**src/verilog/hma_pkg.sv**
```systemverilog
// Package of constants and types for the operating mode arbiter.
package hma_pkg;
   // ---------------------------------------------------------------
   // Types
   // ---------------------------------------------------------------
   typedef enum logic [2:0] {HMA_COMFORT, HMA_STANDBY, HMA_NIGHT, HMA_FROST, HMA_EXT} hma_mode_e;

   // ---------------------------------------------------------------
   // Register offsets (byte addresses)
   // ---------------------------------------------------------------
   localparam logic [7:0] ADDR_CTRL = 8'h00;
   localparam logic [7:0] ADDR_CHG = 8'h04;
   localparam logic [7:0] ADDR_FRC = 8'h08;
   localparam logic [7:0] ADDR_WIN = 8'h0C;
   localparam logic [7:0] ADDR_PRES = 8'h10;
   localparam logic [7:0] ADDR_EXTLEN = 8'h14;
   localparam logic [7:0] ADDR_STAT = 8'h18;

   // ---------------------------------------------------------------
   // Field positions and reset values
   // ---------------------------------------------------------------
   localparam int CTRL_MOTION_BIT = 0;
   localparam int CTRL_TXEN_BIT = 1;
   localparam int CTRL_INIT_BIT = 2;
   localparam int CTRL_RDEN_BIT = 3;
   localparam int STAT_OBJ_LSB = 4;
   localparam int STAT_PRES_BIT = 8;
   localparam int STAT_RUN_BIT = 9;
   localparam logic MOTION_RST = 1'h0;
   localparam logic TXEN_RST = 1'h1;
   localparam logic RDEN_RST = 1'h1;
   localparam logic [15:0] EXTLEN_RST = 16'h003C;
   localparam hma_mode_e MODE_RST = HMA_STANDBY;
   localparam logic [3:0] STAT_RST = 4'h2;

   // ---------------------------------------------------------------
   // Object codes and status object indices
   // ---------------------------------------------------------------
   localparam logic [7:0] CO_NONE = 8'h00;
   localparam logic [7:0] CO_COMFORT = 8'h01;
   localparam logic [7:0] CO_STANDBY = 8'h02;
   localparam logic [7:0] CO_NIGHT = 8'h03;
   localparam logic [7:0] CO_FROST = 8'h04;
   localparam logic [7:0] FRC_COMFORT = 8'h01;
   localparam logic [7:0] FRC_STANDBY = 8'h02;
   localparam int OBJ_COMFORT = 0;
   localparam int OBJ_STANDBY = 1;
   localparam int OBJ_NIGHT = 2;
   localparam int OBJ_FROST = 3;
   localparam logic [1:0] RESP_OKAY = 2'h0;
   localparam logic [1:0] RESP_SLVERR = 2'h2;

   // ---------------------------------------------------------------
   // Timing
   // ---------------------------------------------------------------
   localparam int CLK_PERIOD_NS = 4;
   localparam int EXT_TICK_MS = 1000;
   localparam int EXT_TICK_CYC = EXT_TICK_MS * 1000000 / CLK_PERIOD_NS;
endpackage : hma_pkg

```
**src/verilog/hma_ext_if.sv**
```systemverilog
// Interface between the arbiter and its comfort extension timer.
interface hma_ext_if;
   logic tick;
   logic start;
   logic abort;
   logic [15:0] len;
   logic running;
   logic expired;
   modport ctl (output tick, output start, output abort, output len, input running, input expired);
   modport tmr (input tick, input start, input abort, input len, output running, output expired);
endinterface : hma_ext_if

```
**src/verilog/hma_mode_arbiter.sv**
```systemverilog
// Operating mode arbiter of a room temperature controller, with AXI4-Lite registers.
// Functional notes
// - Every mode change updates the comfort, standby, night and frost status objects, readable when reading is on.
// - With transmit on, each changed status object is sent without being asked.
// - After reset or initialisation the status object of the current mode is refreshed and sent.
// - With the presence button, the presence object is one exactly while a comfort extension runs.
// - The presence object drops when the extension expires or a higher source changes the mode.
// - Any value arriving on a mode object resets the presence button status.
// - One byte change-over value sets the mode as soon as it arrives.
// - Forced value 01 gives comfort, 02 standby, over every other source; 00 forces nothing.
// - Without forcing, an open window selects frost/heat protection.
// - Otherwise change-over 01..04 map to comfort, standby, night and frost.
// - Change-over 00 leaves the mode as it was.
// - Presence button active gives comfort for 01 or 02 and comfort extension for 03 or 04.
// - Motion active gives comfort whatever the change-over value.
// - Window one means open, zero closed; on closing the earlier mode returns.
// - When motion ends, the mode before presence returns, including change-overs received meanwhile.
//
// Local design decisions: the address map and the AXI4-Lite interface to the registers.
module hma_mode_arbiter
   import hma_pkg::*;
#(
   parameter int TICK_CYC = hma_pkg::EXT_TICK_CYC
) (
   // Clock and reset
   input wire logic mclk,
   input wire logic rstn,
   // AXI4-Lite write channels
   input wire logic [7:0] s_axi_awaddr,
   input wire logic s_axi_awvalid,
   output logic s_axi_awready,
   input wire logic [31:0] s_axi_wdata,
   input wire logic [3:0] s_axi_wstrb,
   input wire logic s_axi_wvalid,
   output logic s_axi_wready,
   output logic [1:0] s_axi_bresp,
   output logic s_axi_bvalid,
   input wire logic s_axi_bready,
   // AXI4-Lite read channels
   input wire logic [7:0] s_axi_araddr,
   input wire logic s_axi_arvalid,
   output logic s_axi_arready,
   output logic [31:0] s_axi_rdata,
   output logic [1:0] s_axi_rresp,
   output logic s_axi_rvalid,
   input wire logic s_axi_rready,
   // Object transmit
   output logic tx_valid,
   output logic [1:0] tx_obj,
   output logic tx_val,
   // Object state
   output logic [3:0] status_obj,
   output logic presence_obj,
   output logic [2:0] op_mode
);
   import hma_pkg::*;

   // ---------------------------------------------------------------
   // State
   // ---------------------------------------------------------------
   typedef struct packed {
      logic awh;
      logic wh;
      logic [7:0] awa;
      logic [31:0] wdat;
      logic [3:0] wstb;
      logic awrdy;
      logic wrdy;
      logic bv;
      logic [1:0] bresp;
      logic arrdy;
      logic rv;
      logic [31:0] rdat;
      logic [1:0] rresp;
      logic motion_cfg;
      logic tx_en;
      logic rd_en;
      logic init;
      logic [15:0] extlen;
      logic [7:0] chg;
      logic [7:0] frc;
      logic win;
      logic btn;
      logic mot;
      hma_mode_e base;
      hma_mode_e mode;
      logic [3:0] stat;
      logic [3:0] pend;
      logic txv;
      logic [1:0] txo;
      logic txval;
      logic pres;
      logic [27:0] div;
      logic tick;
      logic start;
      logic abort;
   } hma_state_s;

   hma_state_s s_q;
   hma_state_s s_d;
   hma_ext_if ext ();

   logic wr_chg;
   logic wr_frc;
   logic wr_pres;
   logic no_force;
   logic [1:0] idx;
   logic [3:0] sent;

   hma_ext_timer u_timer (
      .mclk(mclk),
      .rstn(rstn),
      .ext(ext)
   );

   assign ext.tick = s_q.tick;
   assign ext.start = s_q.start;
   assign ext.abort = s_q.abort;
   assign ext.len = s_q.extlen;

   // ---------------------------------------------------------------
   // Next state
   // ---------------------------------------------------------------
   always_comb begin
      s_d = s_q;
      wr_chg = 1'b0;
      wr_frc = 1'b0;
      wr_pres = 1'b0;
      idx = 2'h0;
      sent = 4'h0;
      s_d.txv = 1'b0;
      s_d.init = 1'b0;
      s_d.tick = 1'b0;
      s_d.start = 1'b0;
      s_d.abort = 1'b0;
      no_force = s_q.frc != FRC_COMFORT && s_q.frc != FRC_STANDBY;

      // Extension time base: one tick per divider period.
      if (s_q.div == 28'(TICK_CYC - 1)) begin
         s_d.div = 28'h0000000;
         s_d.tick = 1'b1;
      end else begin
         s_d.div = s_q.div + 28'h0000001;
      end

      // Priority is resolved from registered objects, so a telegram acts one cycle later.
      if (s_q.frc == FRC_COMFORT) begin
         s_d.mode = HMA_COMFORT;
      end else if (s_q.frc == FRC_STANDBY) begin
         s_d.mode = HMA_STANDBY;
      end else if (s_q.win) begin
         s_d.mode = HMA_FROST;
      end else if (s_q.motion_cfg && s_q.mot) begin
         s_d.mode = HMA_COMFORT;
      end else if (!s_q.motion_cfg && s_q.btn) begin
         if (s_q.base == HMA_COMFORT || s_q.base == HMA_STANDBY) begin
            s_d.mode = HMA_COMFORT;
         end else if (s_q.extlen != 16'h0000) begin
            s_d.mode = HMA_EXT;
         end else begin
            s_d.mode = s_q.base;
         end
      end else begin
         // Base mode keeps the change-overs taken meanwhile, so it returns here.
         s_d.mode = s_q.base;
      end

      // The extension ends whenever a higher source takes over; the button is dropped then.
      s_d.start = s_d.mode == HMA_EXT && s_q.mode != HMA_EXT;
      s_d.abort = s_d.mode != HMA_EXT && s_q.mode == HMA_EXT;
      if (s_d.abort || ext.expired) begin
         s_d.btn = 1'b0;
      end

      // Write channels are taken in either order and joined here.
      if (s_axi_awvalid && s_q.awrdy) begin
         s_d.awh = 1'b1;
         s_d.awa = s_axi_awaddr;
      end
      if (s_axi_wvalid && s_q.wrdy) begin
         s_d.wh = 1'b1;
         s_d.wdat = s_axi_wdata;
         s_d.wstb = s_axi_wstrb;
      end
      if (s_q.bv && s_axi_bready) begin
         s_d.bv = 1'b0;
      end
      if (s_q.awh && s_q.wh) begin
         s_d.awh = 1'b0;
         s_d.wh = 1'b0;
         s_d.bv = 1'b1;
         s_d.bresp = RESP_OKAY;
         unique case (s_q.awa)
            ADDR_CTRL: begin
               if (s_q.wstb[0]) begin
                  s_d.motion_cfg = s_q.wdat[CTRL_MOTION_BIT];
                  s_d.tx_en = s_q.wdat[CTRL_TXEN_BIT];
                  s_d.rd_en = s_q.wdat[CTRL_RDEN_BIT];
                  s_d.init = s_q.wdat[CTRL_INIT_BIT];
               end
            end
            ADDR_CHG: begin
               if (s_q.wstb[0]) begin
                  wr_chg = 1'b1;
                  s_d.chg = s_q.wdat[7:0];
                  s_d.btn = 1'b0;
                  unique case (s_q.wdat[7:0])
                     CO_COMFORT: s_d.base = HMA_COMFORT;
                     CO_STANDBY: s_d.base = HMA_STANDBY;
                     CO_NIGHT: s_d.base = HMA_NIGHT;
                     CO_FROST: s_d.base = HMA_FROST;
                     default: s_d.base = s_q.base;
                  endcase
               end
            end
            ADDR_FRC: begin
               if (s_q.wstb[0]) begin
                  wr_frc = 1'b1;
                  s_d.frc = s_q.wdat[7:0];
                  s_d.btn = 1'b0;
               end
            end
            ADDR_WIN: begin
               if (s_q.wstb[0]) begin
                  s_d.win = s_q.wdat[0];
               end
            end
            ADDR_PRES: begin
               if (s_q.wstb[0]) begin
                  wr_pres = 1'b1;
                  if (s_q.motion_cfg) begin
                     s_d.mot = s_q.wdat[0];
                  end else begin
                     s_d.btn = s_q.wdat[0];
                  end
               end
            end
            ADDR_EXTLEN: begin
               if (s_q.wstb[0]) begin
                  s_d.extlen[7:0] = s_q.wdat[7:0];
               end
               if (s_q.wstb[1]) begin
                  s_d.extlen[15:8] = s_q.wdat[15:8];
               end
            end
            ADDR_STAT: begin
               s_d.bresp = RESP_OKAY;
            end
            default: begin
               s_d.bresp = RESP_SLVERR;
            end
         endcase
      end

      // Read channel.
      if (s_axi_arvalid && s_q.arrdy) begin
         s_d.rv = 1'b1;
         s_d.rresp = RESP_OKAY;
         s_d.rdat = 32'h00000000;
         unique case (s_axi_araddr)
            ADDR_CTRL: begin
               s_d.rdat[CTRL_MOTION_BIT] = s_q.motion_cfg;
               s_d.rdat[CTRL_TXEN_BIT] = s_q.tx_en;
               s_d.rdat[CTRL_RDEN_BIT] = s_q.rd_en;
            end
            ADDR_CHG: s_d.rdat[7:0] = s_q.chg;
            ADDR_FRC: s_d.rdat[7:0] = s_q.frc;
            ADDR_WIN: s_d.rdat[0] = s_q.win;
            ADDR_PRES: s_d.rdat[0] = s_q.pres;
            ADDR_EXTLEN: s_d.rdat[15:0] = s_q.extlen;
            ADDR_STAT: begin
               s_d.rdat[2:0] = s_q.mode;
               // Status objects read as zero while reading is not permitted.
               s_d.rdat[STAT_OBJ_LSB +: 4] = s_q.rd_en ? s_q.stat : 4'h0;
               s_d.rdat[STAT_PRES_BIT] = s_q.pres;
               s_d.rdat[STAT_RUN_BIT] = ext.running;
            end
            default: s_d.rresp = RESP_SLVERR;
         endcase
      end else if (s_q.rv && s_axi_rready) begin
         s_d.rv = 1'b0;
      end
      s_d.awrdy = !s_d.awh && !s_d.bv;
      s_d.wrdy = !s_d.wh && !s_d.bv;
      s_d.arrdy = !s_d.rv;

      // Status objects follow the registered mode.
      s_d.stat = 4'h0;
      s_d.stat[OBJ_COMFORT] = s_q.mode == HMA_COMFORT || s_q.mode == HMA_EXT;
      s_d.stat[OBJ_STANDBY] = s_q.mode == HMA_STANDBY;
      s_d.stat[OBJ_NIGHT] = s_q.mode == HMA_NIGHT;
      s_d.stat[OBJ_FROST] = s_q.mode == HMA_FROST;
      s_d.pres = s_q.motion_cfg ? s_q.mot : s_q.mode == HMA_EXT;

      // One object is sent per cycle, lowest index first; new changes win over the clear.
      for (int i = 3; i >= 0; i--) begin
         if (s_q.pend[i]) begin
            idx = 2'(i);
         end
      end
      if (s_q.pend != 4'h0 && s_q.tx_en) begin
         s_d.txv = 1'b1;
         s_d.txo = idx;
         s_d.txval = s_q.stat[idx];
         sent[idx] = 1'b1;
      end
      s_d.pend = s_q.tx_en ? s_q.pend & ~sent : 4'h0;
      s_d.pend = s_d.pend | (s_d.stat ^ s_q.stat);
      if (s_q.init) begin
         s_d.pend = s_d.pend | s_q.stat;
      end
   end

   always_ff @(posedge mclk or negedge rstn) begin
      if (!rstn) begin
         s_q <= '0;
         s_q.motion_cfg <= MOTION_RST;
         s_q.tx_en <= TXEN_RST;
         s_q.rd_en <= RDEN_RST;
         s_q.init <= 1'b1;
         s_q.extlen <= EXTLEN_RST;
         s_q.base <= MODE_RST;
         s_q.mode <= MODE_RST;
         s_q.stat <= STAT_RST;
      end else begin
         s_q <= s_d;
      end
   end

   // ---------------------------------------------------------------
   // Outputs
   // ---------------------------------------------------------------
   assign s_axi_awready = s_q.awrdy;
   assign s_axi_wready = s_q.wrdy;
   assign s_axi_bvalid = s_q.bv;
   assign s_axi_bresp = s_q.bresp;
   assign s_axi_arready = s_q.arrdy;
   assign s_axi_rvalid = s_q.rv;
   assign s_axi_rdata = s_q.rdat;
   assign s_axi_rresp = s_q.rresp;
   assign tx_valid = s_q.txv;
   assign tx_obj = s_q.txo;
   assign tx_val = s_q.txval;
   assign status_obj = s_q.stat;
   assign presence_obj = s_q.pres;
   assign op_mode = s_q.mode;
endmodule : hma_mode_arbiter

```
**src/verilog/hma_ext_timer.sv**
```systemverilog
// Comfort extension timer, counted in ticks, not retriggerable.
module hma_ext_timer (
   // Clock and reset
   input wire logic mclk,
   input wire logic rstn,
   // Control
   hma_ext_if.tmr ext
);
   typedef struct packed {
      logic run;
      logic [15:0] cnt;
      logic exp;
   } hma_tmr_s;

   hma_tmr_s s_q;
   hma_tmr_s s_d;

   always_comb begin
      s_d = s_q;
      s_d.exp = 1'b0;
      if (ext.abort) begin
         s_d.run = 1'b0;
      end else if (ext.start && !s_q.run && ext.len != 16'h0000) begin
         // A start while running is ignored: the extension cannot be retriggered.
         s_d.run = 1'b1;
         s_d.cnt = ext.len;
      end else if (s_q.run && ext.tick) begin
         if (s_q.cnt == 16'h0001) begin
            s_d.run = 1'b0;
            s_d.exp = 1'b1;
         end else begin
            s_d.cnt = s_q.cnt - 16'h0001;
         end
      end
   end

   always_ff @(posedge mclk or negedge rstn) begin
      if (!rstn) begin
         s_q <= '0;
      end else begin
         s_q <= s_d;
      end
   end

   assign ext.running = s_q.run;
   assign ext.expired = s_q.exp;
endmodule : hma_ext_timer

```
**config.mk**
```make
export PLATFORM = sky130hd
export DESIGN_NAME = hma_mode_arbiter
export DESIGN_NICKNAME = d
export VERILOG_FILES = /design/src/verilog/hma_pkg.sv /design/src/verilog/hma_ext_if.sv /design/src/verilog/hma_mode_arbiter.sv /design/src/verilog/hma_ext_timer.sv
export SDC_FILE = /design/constraint.sdc
export NUM_CORES = 1
export LEC_CHECK = 0
export BUFFER_PORTS_ARGS = -buffer_cell sky130_fd_sc_hd__buf_2
export CAP_MARGIN = 10
export CORE_ASPECT_RATIO = 0.9
export CORE_MARGIN = 2
export CORE_UTILIZATION = 52
export CTS_BUF_LIST = sky130_fd_sc_hd__clkbuf_2 sky130_fd_sc_hd__clkbuf_4 sky130_fd_sc_hd__clkbuf_8
export DETAILED_ROUTE_END_ITERATION = 12
export GPL_ROUTABILITY_DRIVEN = 0
export GPL_TIMING_DRIVEN = 0
export MAX_ROUTING_LAYER = met4
export PLACE_DENSITY = 0.81
export SKIP_LAST_GASP = 1
export SYNTH_ARGS = -nofsm -noshare
export SYNTH_HDL_FRONTEND = slang
export SYNTH_SLANG_ARGS = --single-unit
```
**constraint.sdc**
```tcl
create_clock -name mclk -period 3.7 [get_ports mclk]
set_input_delay 0.555 -clock mclk [delete_from_list [all_inputs] [get_ports mclk]]
set_output_delay 0.555 -clock mclk [all_outputs]
set_load 0.01 [all_outputs]
```
==> impl_metrics.toml <==
[status]
outcome = "complete, no violations"

[synth]
synthAdderAreaFrac_pct = 0.494
synth_seq_area_share_pct = 51.8
synth_area_leaders = "dfrtp_1 48%, mux2_2 9.6%, buf_4 4.4%, dfstp_2 3.5%, o21ai_0 2.6%"
async_flop_share_pct = 100
postSynthAreaPerCell_um2 = 10.7
synth.distinct_cells = 60
synth-edff-count = 0
ys_seq_elements = 157
synthMuxAreaShare_pct = 10.8
ys.flop_type = "dfrtp_1"
synth_top_family_by_area = "simple AND/OR/NAND/NOR gates"
synth_top_area_cell = "dfrtp_1"
yosys.area_share.simple_pct = 15.8
yosys_warnings = 0
synth-compound-area-share_pct = 11.1
synth_xor_area_share_pct = 3.11
synth.top_cell.area_share_pct = 48.4
synth_area_um2 = 7600
syn_inst = 710

[route]
drc_errors = 0
dr_total_vias = 5675
wl_per_cell_um = 15.9
firstDrtPassIters = 5
antenna_left = 0
routed_wl_um = 16300
via_per_inst = 5.53
drtIter0Drc = 517

[grt]
grt_max_degree = 82
antenna_found_initial = 0
grt.total_usage_pct = 22.7
grt_pass1_wl_um = 27500
grt_pass1_vias = 5523
overflow = 0

[sta]
final-setup-viol-count = 0
tns_ps = 0
holdWs_ps = 116
worstMarginPinSlew_ps = 880
fmax_ghz = 0.382
finalHoldViolations = 0
min_period_over_period_pct = 70.8
rsz0062_at_grt = "no"
timing.final.ws_setup_ps = 1080
fin_skew_ps = 11.1
slew_viol_final = 0
fin_crit_ps = 2620
relSlewSlack_pct = 40.9

[worst_setup_path]
rrSetupSlack_ps = 1080
cp_max_fo = 10
end_kind = "flip-flop"
crit_required_ps = 4030
regToRegStartpoint = "ext.len[13]"
ff2ff_path_depth = 6
cp.arrival_ps = 2950
r2r_end = "u_timer.s_q[7]"
crit_type = "flip-flop to flip-flop"
start_kind = "flip-flop"

[cells_and_area]
finish.instance_area_um2 = 8690
layout_commonest_cell = "dfrtp_1"
final_core_utilization_pct = 61.4
final_nets = 882
fill_cells = 1179
final_layout_size_suffix_gt1_share_pct = 29.3
n_antenna_cell = 0
area_growth_pct = 14.3
final_cell_mix = "147 x dfrtp_1, 74 x buf_2, 65 x mux2_2"

[placed_design]
dpl-instance-area_um2 = 8310
dp_slack_ps = 1170
io_buffers = 73
hpwl_um = 11700

[clocking]
ctsHtreeMaxLevel = 4
numCtsBuffers = 17
post-cts-setup-buffer-count = 0
clkTransAtPathRegs_ps = 80
worst_skew_pair.late_latency_ps = 460
ctsResizeCount = 0
ctsHoldBuffers = 0
cts_buffer_depth = 2
cts_root_buf = "clkbuf_8"
clock-sinks = 157
tritoncts = "built"

[die]
coreArea_um2 = 14200
fp.dieW_um = 131
chipHeight_um = 119
io_pins = 112
start_util_pct = 53.7
rows = 41
die-area_um2 = 15600

[pwr]
clockPowerShare_pct = 28.6
vdd_drop_max_v = 0.000330
p_sw_share_pct = 29.7
p_sw_w = 0.00129
internal-power_w = 0.00304
pwr-share-seq_pct = 51.6
cellPowerDensity_nw_per_um2 = 498
p_comb_share_pct = 19.8
p_leak_nw = 3.98

[flow_run]
max_cap_violations = 0

[worst_hold_path]
hp-class = "input port to asynchronous set/reset pin"
-- final cells by class --
| class | instances | area, um2 | share of cell area, % |
|---|---|---|---|
| Inverter | 17 | 63.8 | 0.734 |
| Clock buffer | 26 | 320 | 3.69 |
| Timing Repair Buffer | 74 | 399 | 4.59 |
| Multi-Input combinational cell | 482 | 3210 | 36.9 |
| Sequential cell | 157 | 3940 | 45.3 |
| Tap cell | 193 | 241 | 2.78 |
| Buffer | 71 | 453 | 5.21 |
| Clock inverter | 6 | 63.8 | 0.734 |
-- synthesized netlist by cell type (all sizes together) (6+ instances only) --
| master | instances |
|---|---|
| a21oi | 28 |
| a22oi | 17 |
| and2 | 10 |
| buf | 51 |
| clkbuf | 20 |
| dfrtp | 147 |
| dfstp | 10 |
| inv | 17 |
| mux2 | 65 |
| mux2i | 7 |
| nand2 | 48 |
| nand2b | 7 |
| nand3 | 23 |
| nand4 | 12 |
| nor2 | 50 |
| nor2b | 9 |
| nor3 | 28 |
| nor3b | 6 |
| nor4 | 11 |
| o21ai | 39 |
| o31ai | 12 |
| xnor2 | 10 |
| xor2 | 17 |
-- cells by family (layout without fill, tap and decap cells) --
logic type,Yosys count,count (layout)
compound gates,132,132
xor+xnor,27,27
fa+ha+maj,3,3
buf+inv,88,194
flops,157,157
mux,73,73
other cells,1,18
simple gates,229,229
-- stage by stage --
stage,total power (W),std cells
6_report,0.00433,1026
5_1_grt,0.00458,1026
4_1_cts,0.00436,1026
3_5_place_dp,0.00313,994
3_3_place_gp,0.00308,993
2_1_floorplan,0.00280,727
-- flip-flops by register name, indices dropped and copies added (netlist names), 2 cells and up --
register	cells
ext.len	16
op_mode	3
s_axi_rdata	16
s_q	85
status_obj	4
tx_obj	2
u_timer.s_q	16
-- layer usage --
layer	share of wire (%)	track usage, %	vias up
met5	0	-	-
met4	1.3	6.39	0
met3	8.6	6.69	25
met2	43	31.9	249
met1	47	32.0	2700
li1	-	-	2701
-- worst max-delay path: stages (launching register included) --
cell and delay, ps:
dfrtp_1 460, nor4_1 440, a41oi_1 490, a21oi_2 560, or2_2 190, buf_2 220
o22ai_1 130
-- how the worst max path moves through the flow --
stage,startpoint,end,slack [ps],depth (start not counted)
after detailed placement,s_q[3],s_q[25],1170,7
after floorplan,s_q[3],s_q[25],1500,7
after global routing,ext.len[13],u_timer.s_q[15],930,6
final,ext.len[13],u_timer.s_q[7],1080,6
after CTS,s_q[3],s_q[26],1180,7
after global placement,rstn,s_q[20],-190,1
-- power groups by stage --
stage                     logic, W  registers (W)  clock network, W
after floorplan           0.000623        0.00218                 0
after global placement    0.000832        0.00225                 0
after detailed placement  0.000866        0.00226                 0
after CTS                 0.000868        0.00223           0.00126
after global routing      0.000969        0.00228           0.00134
final                     0.000859        0.00223           0.00124
Note: power is estimated with default switching activity, not from simulation.
